### config.mk
export PLATFORM = sky130hd
export DESIGN_NAME = ftlbm_mapper
export DESIGN_NICKNAME = d
export VERILOG_FILES = /design/src/ftlbm_fifo.v /design/src/ftlbm_mapper.v
export VERILOG_INCLUDE_DIRS = /design/src
export SDC_FILE = /design/constraint.sdc
export NUM_CORES = 1
export LEC_CHECK = 0
export BUFFER_PORTS_ARGS = -buffer_cell sky130_fd_sc_hd__buf_2
export CAP_MARGIN = 25
export CELL_PAD_IN_SITES_DETAIL_PLACEMENT = 1
export CELL_PAD_IN_SITES_GLOBAL_PLACEMENT = 2
export CORE_MARGIN = 1.5
export CORE_UTILIZATION = 39
export DETAILED_ROUTE_END_ITERATION = 8
export GPL_TIMING_DRIVEN = 0
export HOLD_SLACK_MARGIN = 0.08
export PLACE_DENSITY_LB_ADDON = 0.15
export SLEW_MARGIN = 10
export SYNTH_ARGS = -nofsm -noshare
export SYNTH_HDL_FRONTEND = slang
export SYNTH_SLANG_ARGS = --single-unit
### constraint.sdc
create_clock -name clk -period 3.9 [get_ports clk]
set_input_delay 0.585 -clock clk [delete_from_list [all_inputs] [get_ports clk]]
set_output_delay 0.585 -clock clk [all_outputs]
set_load 0.03 [all_outputs]
### src/ftlbm_consts.vh
/*
 * Constants for the four-tap link bit mapper: register map, control
 * fields, depth and line-mode codes, transmitter input positions.
 * Assumes inclusion by bare name from the mapper and its FIFO.
 */
`ifndef FTLBM_CONSTS_VH
`define FTLBM_CONSTS_VH

// ************************************************************
// widths
// ************************************************************
`define FTL_TAP_W        12
`define FTL_TAPS         4
`define FTL_PIX_W        48
`define FTL_WORD_W       49
`define FTL_LAST_BIT     48
`define FTL_FIFO_DEPTH   8
`define FTL_FIFO_AW      3
`define FTL_LINK_W       28
`define FTL_ADDR_W       8

// ************************************************************
// register map (byte addresses)
// ************************************************************
`define FTL_REG_CTRL     8'h00
`define FTL_REG_DELAY    8'h04
`define FTL_REG_STATUS   8'h08
`define FTL_CTRL_RST     5'h00
`define FTL_DELAY_RST    16'h0000

// control fields
`define FTL_CTRL_EN      0
`define FTL_CTRL_DEP_LO  1
`define FTL_CTRL_DEP_HI  2
`define FTL_CTRL_MOD_LO  3
`define FTL_CTRL_MOD_HI  4

// status fields
`define FTL_ST_ACTIVE    0
`define FTL_ST_EMPTY     1
`define FTL_ST_FULL      2
`define FTL_ST_CNT_LO    4
`define FTL_ST_CNT_HI    7
`define FTL_ST_LINES_LO  16
`define FTL_ST_LINES_HI  31

// ************************************************************
// depth and line-mode codes
// ************************************************************
`define FTL_DEP_12       2'h0
`define FTL_DEP_10       2'h1
`define FTL_DEP_8        2'h2
`define FTL_DROP_10      2
`define FTL_DROP_8       4
`define FTL_MODE_RGB     2'h0
`define FTL_MODE_RAW     2'h1
`define FTL_MODE_ERAW    2'h2

// ************************************************************
// transmitter input positions, port bit 7 index leftmost
// ************************************************************
`define FTL_MAP_A  {5'h05, 5'h1b, 5'h06, 5'h04, 5'h03, 5'h02, 5'h01, 5'h00}
`define FTL_MAP_B  {5'h0b, 5'h0a, 5'h0e, 5'h0d, 5'h0c, 5'h09, 5'h08, 5'h07}
`define FTL_MAP_C  {5'h11, 5'h10, 5'h16, 5'h15, 5'h14, 5'h13, 5'h12, 5'h0f}
`define FTL_TX_SPARE     23
`define FTL_TX_LVAL      24
`define FTL_TX_FVAL      25
`define FTL_TX_DVAL      26

`endif

### src/ftlbm_fifo.v
/*
 * Small flip-flop FIFO with valid/ready on both sides.
 * Assumes one clock, asynchronous active-low reset, clock enable.
 */
`timescale 1ns/1ps
`default_nettype none
`include "ftlbm_consts.vh"

module ftlbm_fifo #(
   parameter WIDTH = `FTL_WORD_W,
   parameter DEPTH = `FTL_FIFO_DEPTH,
   parameter AW    = `FTL_FIFO_AW
) (
   input  wire             clk,       // system clock
   input  wire             nrst,      // async reset, active low
   input  wire             ce,        // clock enable
   input  wire             in_valid,  // write request
   output wire             in_ready,  // space available
   input  wire [WIDTH-1:0] in_data,   // write word
   output wire             out_valid, // word available
   input  wire             out_ready, // read accept
   output wire [WIDTH-1:0] out_data,  // head word
   output wire [AW:0]      level      // words held
);

   reg [WIDTH-1:0] mem_ff [0:DEPTH-1];
   reg [AW-1:0]    wr_ptr_ff;
   reg [AW-1:0]    rd_ptr_ff;
   reg [AW:0]      cnt_ff;
   wire            push;
   wire            pop;
   integer         i;

   assign in_ready  = (cnt_ff != DEPTH[AW:0]);
   assign out_valid = (cnt_ff != {(AW+1){1'b0}});
   assign out_data  = mem_ff[rd_ptr_ff];
   assign level     = cnt_ff;
   assign push      = ce & in_valid & in_ready;
   assign pop       = ce & out_ready & out_valid;

   always @(posedge clk or negedge nrst)
   begin
      if (!nrst)
      begin
         wr_ptr_ff <= {AW{1'b0}};
         rd_ptr_ff <= {AW{1'b0}};
         cnt_ff    <= {(AW+1){1'b0}};
         for (i = 0; i < DEPTH; i = i + 1)
            mem_ff[i] <= {WIDTH{1'b0}};
      end
      else
      begin
         if (push)
         begin
            mem_ff[wr_ptr_ff] <= in_data;
            wr_ptr_ff         <= wr_ptr_ff + 1'b1;
         end
         if (pop)
            rd_ptr_ff <= rd_ptr_ff + 1'b1;
         if (push & ~pop)
            cnt_ff <= cnt_ff + 1'b1;
         else if (pop & ~push)
            cnt_ff <= cnt_ff - 1'b1;
      end
   end

endmodule
`default_nettype wire

### src/ftlbm_mapper.v
/*
 * Four-tap link bit mapper: buffers four-pixel beats from the readout
 * logic and places them, with the line/frame/data qualifiers, on the
 * inputs of transmitters X and Y once per pixel clock.
 * Assumes the readout logic runs on clk, the pixel clock arrives from
 * outside and is much slower than clk, and APB is clocked by clk.
 */
`timescale 1ns/1ps
`default_nettype none
`include "ftlbm_consts.vh"

module ftlbm_mapper (
   input  wire                    clk,       // system clock, 125 MHz
   input  wire                    nrst,      // async reset, active low
   input  wire                    ce,        // clock enable, freezes state
   input  wire                    pix_clk,   // pixel clock from outside
   input  wire                    psel,      // apb select
   input  wire                    penable,   // apb access phase
   input  wire                    pwrite,    // apb direction
   input  wire [`FTL_ADDR_W-1:0]  paddr,     // apb byte address
   input  wire [31:0]             pwdata,    // apb write data
   output wire [31:0]             prdata,    // apb read data
   output wire                    pready,    // apb ready
   output wire                    pslverr,   // apb error, unmapped address or status write
   input  wire                    s_valid,   // beat valid from readout
   output wire                    s_ready,   // beat accepted
   input  wire [`FTL_PIX_W-1:0]   s_pix,     // four 12 bit samples, tap0 low
   input  wire                    s_last,    // last beat of the line
   output wire [`FTL_LINK_W-1:0]  tx_x_in,   // transmitter X inputs 0-27
   output wire                    tx_x_clk,  // transmitter X strobe
   output wire [`FTL_LINK_W-1:0]  tx_y_in,   // transmitter Y inputs 0-27
   output wire                    tx_y_clk   // transmitter Y strobe
);

   // ************************************************************
   // states
   // ************************************************************
   localparam ST_IDLE = 3'h1;
   localparam ST_WAIT = 3'h2;
   localparam ST_LINE = 3'h4;

   // ************************************************************
   // link word builder
   // ************************************************************
   function [`FTL_LINK_W-1:0] link_word;
      input [7:0] pa;
      input [7:0] pb;
      input [7:0] pc;
      input       lv;
      input       fv;
      input       dv;
      integer     k;
      reg [39:0]  ma;
      reg [39:0]  mb;
      reg [39:0]  mc;
   begin
      ma = `FTL_MAP_A;
      mb = `FTL_MAP_B;
      mc = `FTL_MAP_C;
      link_word = {`FTL_LINK_W{1'b0}};
      for (k = 0; k < 8; k = k + 1)
      begin
         link_word[ma[k*5 +: 5]] = pa[k];
         link_word[mb[k*5 +: 5]] = pb[k];
         link_word[mc[k*5 +: 5]] = pc[k];
      end
      link_word[`FTL_TX_SPARE] = 1'b0;
      link_word[`FTL_TX_LVAL]  = lv;
      link_word[`FTL_TX_FVAL]  = fv;
      link_word[`FTL_TX_DVAL]  = dv;
   end
   endfunction

   // ************************************************************
   // declarations
   // ************************************************************
   reg  [4:0]               ctrl_ff;
   reg  [15:0]              delay_ff;
   reg  [31:0]              prdata_ff;
   reg                      pslverr_ff;
   reg                      pix_s1_ff;
   reg                      pix_s2_ff;
   reg                      pix_s3_ff;
   reg                      strobe_ff;
   reg  [2:0]               state_ff;
   reg  [2:0]               nxt_state;
   reg  [15:0]              cnt_ff;
   reg  [15:0]              nxt_cnt;
   reg  [1:0]               dep_ff;
   reg  [1:0]               mode_ff;
   reg  [15:0]              lines_ff;
   reg  [`FTL_LINK_W-1:0]   tx_x_ff;
   reg  [`FTL_LINK_W-1:0]   tx_y_ff;
   reg                      emit;
   reg                      emit_lv;
   reg                      emit_dv;
   reg                      pop;
   reg  [7:0]               pa;
   reg  [7:0]               pb;
   reg  [7:0]               pc;
   reg  [7:0]               pd;
   reg  [7:0]               pe;
   reg  [7:0]               pf;
   wire [`FTL_WORD_W-1:0]   f_data;
   wire                     f_valid;
   wire [`FTL_FIFO_AW:0]    f_level;
   wire [`FTL_PIX_W-1:0]    red;
   wire                     tick;
   wire                     enable;
   wire                     raw_mode;
   wire                     f_last;
   wire                     setup;
   wire                     wr_access;
   wire [31:0]              status;

   // ************************************************************
   // beat buffer
   // ************************************************************
   ftlbm_fifo #(
      .WIDTH (`FTL_WORD_W),
      .DEPTH (`FTL_FIFO_DEPTH),
      .AW    (`FTL_FIFO_AW)
   ) u_fifo (
      .clk       (clk),
      .nrst      (nrst),
      .ce        (ce),
      .in_valid  (s_valid),
      .in_ready  (s_ready),
      .in_data   ({s_last, s_pix}),
      .out_valid (f_valid),
      .out_ready (pop),
      .out_data  (f_data),
      .level     (f_level)
   );

   assign f_last   = f_data[`FTL_LAST_BIT];
   assign enable   = ctrl_ff[`FTL_CTRL_EN];
   assign raw_mode = (mode_ff == `FTL_MODE_RAW) | (mode_ff == `FTL_MODE_ERAW);

   // ************************************************************
   // pixel clock synchroniser
   // ************************************************************
   // outputs change on the falling pixel edge so they are settled half
   // a period before the strobe rises at the transmitter
   assign tick = pix_s3_ff & ~pix_s2_ff;

   always @(posedge clk or negedge nrst)
   begin
      if (!nrst)
      begin
         pix_s1_ff <= 1'b0;
         pix_s2_ff <= 1'b0;
         pix_s3_ff <= 1'b0;
         strobe_ff <= 1'b0;
      end
      else if (ce)
      begin
         pix_s1_ff <= pix_clk;
         pix_s2_ff <= pix_s1_ff;
         pix_s3_ff <= pix_s2_ff;
         strobe_ff <= pix_s2_ff;
      end
   end

   assign tx_x_clk = strobe_ff;
   assign tx_y_clk = strobe_ff;

   // ************************************************************
   // depth reduction per tap
   // ************************************************************
   genvar g;
   generate
      for (g = 0; g < `FTL_TAPS; g = g + 1)
      begin : g_tap
         wire [`FTL_TAP_W-1:0] smp;
         assign smp = f_data[g*`FTL_TAP_W +: `FTL_TAP_W];
         assign red[g*`FTL_TAP_W +: `FTL_TAP_W] =
            (dep_ff == `FTL_DEP_10) ? (smp >> `FTL_DROP_10) :
            (dep_ff == `FTL_DEP_8)  ? (smp >> `FTL_DROP_8)  :
            smp;
      end
   endgenerate

   // ************************************************************
   // port byte assembly
   // ************************************************************
   always @*
   begin
      pa = red[7:0];
      pd = red[43:36];
      if (dep_ff == `FTL_DEP_8)
      begin
         pb = red[19:12];
         pc = red[31:24];
         pe = 8'h00;
         pf = 8'h00;
      end
      else
      begin
         // 10 bit values have zero upper bits, leaving those port bits unused
         pb = {red[23:20], red[11:8]};
         pc = red[19:12];
         pe = red[31:24];
         pf = {red[47:44], red[35:32]};
      end
   end

   // ************************************************************
   // line sequencer
   // ************************************************************
   always @*
   begin
      nxt_state = state_ff;
      nxt_cnt   = cnt_ff;
      emit      = 1'b0;
      emit_lv   = 1'b0;
      emit_dv   = 1'b0;
      pop       = 1'b0;
      case (state_ff)
         ST_IDLE:
         begin
            emit = tick;
            if (tick & enable & f_valid)
            begin
               nxt_state = ST_WAIT;
               nxt_cnt   = delay_ff;
            end
         end
         ST_WAIT:
         begin
            if (tick)
            begin
               emit = 1'b1;
               if (cnt_ff == 16'h0000)
               begin
                  emit_lv   = 1'b1;
                  emit_dv   = 1'b1;
                  pop       = 1'b1;
                  nxt_state = f_last ? ST_IDLE : ST_LINE;
               end
               else
                  nxt_cnt = cnt_ff - 16'h0001;
            end
         end
         ST_LINE:
         begin
            if (tick)
            begin
               // an underrun keeps line valid high but data valid low
               emit    = 1'b1;
               emit_lv = 1'b1;
               emit_dv = f_valid;
               pop     = f_valid;
               if (f_valid & f_last)
                  nxt_state = ST_IDLE;
            end
         end
         default:
            nxt_state = ST_IDLE;
      endcase
   end

   always @(posedge clk or negedge nrst)
   begin
      if (!nrst)
      begin
         state_ff <= ST_IDLE;
         cnt_ff   <= 16'h0000;
         dep_ff   <= `FTL_DEP_12;
         mode_ff  <= `FTL_MODE_RGB;
         lines_ff <= 16'h0000;
         tx_x_ff  <= {`FTL_LINK_W{1'b0}};
         tx_y_ff  <= {`FTL_LINK_W{1'b0}};
      end
      else if (ce)
      begin
         state_ff <= nxt_state;
         cnt_ff   <= nxt_cnt;
         // depth and mode are frozen for the whole line
         if ((state_ff == ST_IDLE) & (nxt_state == ST_WAIT))
         begin
            dep_ff  <= ctrl_ff[`FTL_CTRL_DEP_HI:`FTL_CTRL_DEP_LO];
            mode_ff <= ctrl_ff[`FTL_CTRL_MOD_HI:`FTL_CTRL_MOD_LO];
         end
         if (pop & f_last)
            lines_ff <= lines_ff + 16'h0001;
         if (emit)
         begin
            if (emit_dv)
            begin
               tx_x_ff <= link_word(pa, pb, pc, 1'b1, raw_mode, 1'b1);
               tx_y_ff <= link_word(pd, pe, pf, 1'b1, raw_mode, 1'b1);
            end
            else
            begin
               tx_x_ff <= link_word(8'h00, 8'h00, 8'h00,
                                    emit_lv, emit_lv & raw_mode, 1'b0);
               tx_y_ff <= link_word(8'h00, 8'h00, 8'h00,
                                    emit_lv, emit_lv & raw_mode, 1'b0);
            end
         end
      end
   end

   assign tx_x_in = tx_x_ff;
   assign tx_y_in = tx_y_ff;

   // ************************************************************
   // apb slave
   // ************************************************************
   assign setup     = psel & ~penable;
   assign wr_access = psel & penable & pwrite;
   assign pready    = 1'b1;
   assign prdata    = prdata_ff;
   assign pslverr   = pslverr_ff;

   assign status = {lines_ff,
                    8'h00,
                    f_level,
                    1'b0,
                    ~s_ready,
                    ~f_valid,
                    (state_ff != ST_IDLE)};

   always @(posedge clk or negedge nrst)
   begin
      if (!nrst)
      begin
         ctrl_ff    <= `FTL_CTRL_RST;
         delay_ff   <= `FTL_DELAY_RST;
         prdata_ff  <= 32'h00000000;
         pslverr_ff <= 1'b0;
      end
      else if (ce)
      begin
         if (setup)
         begin
            pslverr_ff <= 1'b0;
            prdata_ff  <= 32'h00000000;
            case (paddr)
               `FTL_REG_CTRL:   prdata_ff <= {27'h0000000, ctrl_ff};
               `FTL_REG_DELAY:  prdata_ff <= {16'h0000, delay_ff};
               `FTL_REG_STATUS: pslverr_ff <= pwrite;
               default:         pslverr_ff <= 1'b1;
            endcase
            if (~pwrite & (paddr == `FTL_REG_STATUS))
               prdata_ff <= status;
         end
         if (wr_access & (paddr == `FTL_REG_CTRL))
            ctrl_ff <= pwdata[`FTL_CTRL_MOD_HI:0];
         if (wr_access & (paddr == `FTL_REG_DELAY))
            delay_ff <= pwdata[15:0];
      end
   end

endmodule
`default_nettype wire

==> results of run 1 <==
-- through the flow --
step           setup slack (ns)  TNS (ns)  total power, mW   util
2_1_floorplan             0.755         0             12.2      -
3_3_place_gp              -9.13  -4964.27             13.4  0.424
3_5_place_dp            -0.0112   -0.0112             13.7  0.427
4_1_cts                  0.0753         0             20.0  0.461
5_1_grt                 -0.0121   -0.0121             20.8  0.462
6_report                  0.224         0             19.8  0.462
-- how the worst min path moves through the flow --
stage | start | end | slack (ns) | depth (start not counted)
after floorplan | nrst | cnt_ff[0]$_DFFE_PN0P_ | 0.29 | 0
after global placement | prdata[29]$_DFFE_PN0P_ | prdata[29]$_DFFE_PN0P_ | 0.46 | 2
after detailed placement | pslverr$_DFFE_PN0P_ | pslverr$_DFFE_PN0P_ | 0.46 | 2
after CTS | pwdata[9] | delay_ff[9]$_DFFE_PN0P_ | 0.19 | 2
after global routing | pwdata[6] | delay_ff[6]$_DFFE_PN0P_ | 0.21 | 2
final | pwdata[11] | delay_ff[11]$_DFFE_PN0P_ | 0.23 | 2
-- what timing repair did --
item                                   in CTS  in global routing
endpoints found under the hold margin      84                  0
gates resized for setup                     1                  0
hold buffers                                1                  0
setup buffers                               0                  3
pin swaps                                   0                  1
setup endpoints to repair                   1                  1
-- area by class of cell --
class	instances	area share
inverters	7	0.000881
flip-flops and latches	549	0.461
multi-input cells	1115	0.370
clock buffers	101	0.0659
well taps	855	0.0359
plain buffers	130	0.0243
clock inverters	17	0.00701
repair buffers	180	0.0358
-- registers in the layout, indices dropped and copies added (netlist names), 2 cells and up --
signal	cells
u_fifo.mem_ff	392
mode_ff	2
prdata	32
ctrl_ff	5
delay_ff	16
cnt_ff	16
u_fifo.rd_ptr_ff	3
u_fifo.wr_ptr_ff	3
state_ff	3
dep_ff	2
tx_y_in	24
lines_ff	16
u_fifo.level	4
tx_x_in	27
-- power by group --
group | internal, mW | total, mW | switching [mW]
registers | 7.75 | 8.83 | 1.08
logic | 2.85 | 4.79 | 1.93
clock network | 3.69 | 6.18 | 2.49
-- cells in the mapped netlist, drive strengths merged, types with 6 or more instances --
cell type,count,area (um2)
nor2b,17,106
nor3,11,71.3
nor2,76,288
dfrtp,548,13700
o22ai,6,37.5
xnor2,24,210
mux2i,51,510
o22a,6,52.6
o21ai,67,335
o221ai,19,166
a22oi,11,82.6
mux2,448,5190
clkbuf,45,169
nand2b,11,76.3
mux4,101,2270
ha,7,87.6
a32o,9,90.1
a22o,18,158
o31ai,6,50.1
nand4,16,100
nand2,103,387
inv,7,26.3
nand3,19,100
buf,85,554
and3,9,56.3
nor4,6,37.5
a21oi,22,110
-- routing by layer --
layer  share of wire  global-route usage  routed length (um)  up-vias
met3           0.040              0.0329                3010      106
met4           0.017              0.0546                1300        8
li1                -                   -                   -     7143
met2            0.48               0.375               36200      287
met1            0.46               0.322               34400     8768
met5         0.00055                   0                  41        -
-- logic make-up (layout without fill, tap and decap cells) --
group                      after synthesis  in the layout
buffers and inverters                  137            435
other                                    2              3
and+or+nand+nor                        295            295
muxes                                  600            600
AOI/OAI and AO/OA                      183            183
xor gates and xnor gates                26             26
adders and majority gates                8              8
DFF                                    549            549
==> flow_metrics.tcl, run 1 <==
set metrics [dict create \
    setup_viol 0 \
    path_max_fanout 10 \
    fin_crit_sh 0.943 \
    wire_per_inst_um 25.4 \
    fmax_mhz 272 \
    synth_top_family_by_area "multiplexers" \
    grt_pass1_wl_mm 115 \
    fin_crit_ns 3.68 \
    slew_viol_final 0 \
    rows 93 \
    grt_overflow 0 \
    r2r-start "cnt_ff[0]$_DFFE_PN0P_" \
    crit_type "reg2reg" \
    layout-drive-gt1-share 0.433 \
    synth_compound_area_frac 0.0482 \
    drcViolationCount 0 \
    muxShareOfSynthArea 0.313 \
    h-tree-depth 3 \
    holdWs_ns 0.228 \
    dieWidth_um 259 \
    leakage_nw 13.2 \
    io_buffers 168 \
    nets 2154 \
    synthAdderAreaFrac 0.00422 \
    io_pins 190 \
    grt_pass1_vias 17621 \
    slew_headroom 0.249 \
    reg2reg_slack_ns 0.22 \
    crit_chain "inv_1 > ha_1 > nor3b_2 > nand4_1 > buf_4 > o31ai_4 > buf_6 > nand3_2 > ha_1 > inv_1 > ha_1 > a21o_1 > a21oi_1 > xnor2_1 > nor2_1 > xor2_1" \
    pwr_density_cell_nw_per_um2 664 \
    worst_pin_slew_ns 1.13 \
    stdcell_count 2954 \
    antenna_left 0 \
    r2r_cells 16 \
    place_area_um2 27600 \
    grt_start_max_net_pins 112 \
    hpwl_mm 52.4 \
    syn2layout_area_growth_pct 16.9 \
    cp-endpoint "u_fifo.level[3]$_DFFE_PN0P_" \
    final_cell_mix "dfrtp_1 (548), mux2_2 (396), buf_2 (210)" \
    cp-end-kind "register" \
    clockRootBuffer "clkbuf_16" \
    dr.pass1.iters 5 \
    gp_congestion 0.790 \
    syn_area_um2 25500 \
    routed_wl_mm 74.9 \
    crit_slowest_cell "dfrtp_1" \
    synthArstFlopShare 1.00 \
    vias 16312 \
    antenna_cells 0 \
    ir_worst_vdd_uv 396 \
    layout_commonest_cell "dfrtp_1" \
    die_area_um2 66900 \
    cp-startpoint "cnt_ff[0]$_DFFE_PN0P_" \
    max_cap_viol_count 0 \
    worstPathRequired_ns 4.37 \
    avgSynthCellArea_um2 14.2 \
    ys.flop_type "dfrtp_1" \
    track_usage 0.229 \
    critical_path.max_stage_delay_ns 0.44 \
    cts_buffers 66 \
    ys_seq_area_frac 0.539 \
    finalClockSkew_ns 0.0263 \
    clk_latency_ns 0.60 \
    cts_buffer_depth 3 \
    regArea_um2 13700 \
    status "completed" \
    cts_num_sinks 549 \
    synth_edf_count 0 \
    ys_ff_latch 549 \
    fin_area_um2 29800 \
    hold_path.class "in2reg" \
    coreArea_um2 64600 \
    worst-path-stages 16 \
    yosysWarnings 0 \
    synth_xor_area_frac 0.00893 \
    die_h_um 259 \
    start_kind "register" \
    path_buf_inv 4 \
    multi_input_area_um2 11000 \
    synthCells 1800 \
    clk_pin_slew_worst_paths_ns 0.06 \
    final_hold_viol_count 0 \
    drtIter0Drc 847 \
    placed_cells 2831 \
    initial_core_util 0.395 \
    synth-simple-area-share 0.0571 \
    synth.distinct_cells 69 \
    via_per_inst 5.52 \
    crit_top_cell "ha_1" \
    cp_data_arrival_time_ns 4.15 \
    fillers 6563 \
    r2r_end "u_fifo.level[3]$_DFFE_PN0P_" \
    antenna_found_initial 9 \
    cp_top_family "simple AND/OR/NAND/NOR gates" \
    cts_tree "built" \
]
(Power assumes the default switching activity.)
==> inputs of run 2 (changes only) <==
--- a/config.mk
+++ b/config.mk
@@ -15,7 +15,7 @@
 export DETAILED_ROUTE_END_ITERATION = 8
 export GPL_TIMING_DRIVEN = 0
 export HOLD_SLACK_MARGIN = 0.08
-export PLACE_DENSITY_LB_ADDON = 0.15
+export PLACE_DENSITY_LB_ADDON = 0.1
 export SLEW_MARGIN = 10
 export SYNTH_ARGS = -nofsm -noshare
 export SYNTH_HDL_FRONTEND = slang
==> run 2 against run 1 <==
Largest cell class unchanged; critical endpoint unchanged; maximum frequency grew 0.49%; sequential share of layout area grew 0.060 points; critical path type unchanged; via count shrank 1.1%; clock-buffer cell count grew 5; clock power shrank 1%; sequential cell count is the same; setup slack gained 0.018 ns; largest power group unchanged; power shrank 0.31%; global-route usage grew 0.16 points; critical path depth is the same.
==> flow_metrics.tcl, run 2 (synthesis gave the netlist of run 1 again) <==
set metrics [dict create \
    swShare 0.276 \
    power_switching_mw 5.44 \
    largest_register_ffs 392 \
    leakage_nw 13.1 \
    io_pins 190 \
    syn2layout_area_growth_pct 16.8 \
    crit_type "reg2reg" \
    track_usage 0.231 \
    h-tree-depth 3 \
    slew_headroom 0.283 \
    cts_buffer_depth 3 \
    routed-wl-met3_mm 3.14 \
    cp_data_arrival_time_ns 4.13 \
    nets 2154 \
    rows 93 \
    fmax_mhz 273 \
    ir_worst_vdd_uv 382 \
    grt_pass1_wl_mm 115 \
    die_area_um2 66900 \
    hold_path.class "in2reg" \
    stdcell_count 2953 \
    placed_cells 2832 \
    slew_viol_final 0 \
    grt_start_max_net_pins 114 \
    rsz0062_at_grt "no" \
    coreArea_um2 64600 \
    hpwl_mm 52.6 \
    routed.top_layer "met5" \
    fin_crit_ns 3.66 \
    layout_commonest_cell "dfrtp_1" \
    r2r-start "cnt_ff[0]$_DFFE_PN0P_" \
    cts_buffers 66 \
    die_h_um 259 \
    max_cap_viol_count 0 \
    worstPathRequired_ns 4.37 \
    setup_viol 0 \
    clk_pin_slew_worst_paths_ns 0.06 \
    pwr-share-seq 0.448 \
    final_cell_mix "dfrtp_1 (548), mux2_2 (396), buf_2 (210)" \
    drt-met1-wl_mm 34.3 \
    cp-end-kind "register" \
    dieWidth_um 259 \
    reg2reg_slack_ns 0.24 \
    drcViolationCount 0 \
    cp-endpoint "u_fifo.level[3]$_DFFE_PN0P_" \
    fin_crit_sh 0.938 \
    via_per_inst 5.46 \
    initial_core_util 0.395 \
    grt_pass1_vias 17612 \
    power.share.clock 0.309 \
    wl_met2_mm 36.0 \
    grt_overflow 0 \
    layout-drive-gt1-share 0.429 \
    finalClockSkew_ns 0.0206 \
    comb_power_share 0.243 \
    pwr_density_cell_nw_per_um2 663 \
    fillers 6569 \
    start_kind "register" \
    r2r_end "u_fifo.level[3]$_DFFE_PN0P_" \
    gp_congestion 0.808 \
    r2r_cells 16 \
    cts_num_sinks 549 \
    clockRootBuffer "clkbuf_16" \
    utilization 0.461 \
    routed_wl_mm 75.4 \
    vias 16132 \
    dr.pass1.iters 4 \
    min_path_cells 2 \
    clk_latency_ns 0.60 \
    path_max_fanout 10 \
    cp-startpoint "cnt_ff[0]$_DFFE_PN0P_" \
    drtIter0Drc 852 \
    internal-power_mw 14.3 \
    status "completed" \
    top_register "u_fifo.mem_ff" \
    io_buffers 168 \
    wire_per_inst_um 25.5 \
    antenna_left 0 \
    worst_pin_slew_ns 1.08 \
    final_hold_viol_count 0 \
    cts_tree "built" \
    antenna_found_initial 12 \
]
[run 2: area by class of cell]
type / instances / area (um2) / area share
antenna: 1 / 2.50 / 0.0000840
buffer: 130 / 723 / 0.0243
clock buffer: 106 / 2000 / 0.0670
clock inverter: 10 / 133 / 0.00445
inverter: 7 / 26.3 / 0.000882
multi-input combinational: 1115 / 11000 / 0.370
sequential: 549 / 13700 / 0.461
tap: 855 / 1070 / 0.0359
timing repair buffer: 180 / 1070 / 0.0359
[run 2: worst min path at each step]
stage / startpoint / endpoint / slack [ns]
after floorplan: nrst / cnt_ff[0]$_DFFE_PN0P_ / 0.29
after CTS: pwdata[14] / delay_ff[14]$_DFFE_PN0P_ / 0.19
after global placement: prdata[28]$_DFFE_PN0P_ / prdata[28]$_DFFE_PN0P_ / 0.46
after detailed placement: nrst / u_fifo.mem_ff[388]$_DFFE_PN0P_ / 0.46
after global routing: pwdata[14] / delay_ff[14]$_DFFE_PN0P_ / 0.19
final: pwdata[9] / delay_ff[9]$_DFFE_PN0P_ / 0.22
[run 2: repair_timing]
action / 4_1_cts / 5_1_grt
endpoints found under the hold margin: 30 / 0
resized for setup: 1 / 0
hold buffers: 1 / 0
setup buffers: 0 / 2
pin swaps: 0 / 1
endpoints found under the setup margin: 1 / 1
[run 2: power by group through the flow]
stage	combinational (mW)	clock [mW]	sequential (mW)
after floorplan	3.65	0	8.51
after global routing	5.19	6.49	9.11
after global placement	4.64	0	8.77
after detailed placement	4.84	0	8.91
final	4.79	6.11	8.84
after CTS	4.85	6.26	8.83
[run 2: metrics by stage]
step | setup slack [ns] | hold slack (ns) | TNS (ns) | area [um2] | total power [mW]
after floorplan | 0.755 | 0.289 | 0 | 25500 | 12.2
after global placement | -9.17 | 0.458 | -4980.63 | 27400 | 13.4
after detailed placement | -0.0194 | 0.462 | -0.0194 | 27600 | 13.8
after CTS | 0.0858 | 0.192 | 0 | 29700 | 19.9
after global routing | 0.0208 | 0.189 | 0 | 29800 | 20.8
final | 0.242 | 0.222 | 0 | 29800 | 19.7
[run 2: critical path, cell delays in order (launching register included)]
cell and delay (ns):
dfrtp_1 0.41, inv_1 0.07, ha_1 0.18, nor3b_2 0.39
nand4_1 0.16, buf_4 0.19, o31ai_4 0.38, buf_6 0.21
nand3_2 0.18, ha_1 0.32, inv_1 0.12, ha_1 0.24
a21o_1 0.17, a21oi_1 0.16, xnor2_1 0.13, nor2_1 0.07
xor2_1 0.14
[run 2: routing by layer]
metal | GRT usage | vias up
li1 | - | 7126
met4 | 0.0656 | 12
met3 | 0.0456 | 127
met2 | 0.376 | 323
met1 | 0.314 | 8544
met5 | 0 | -
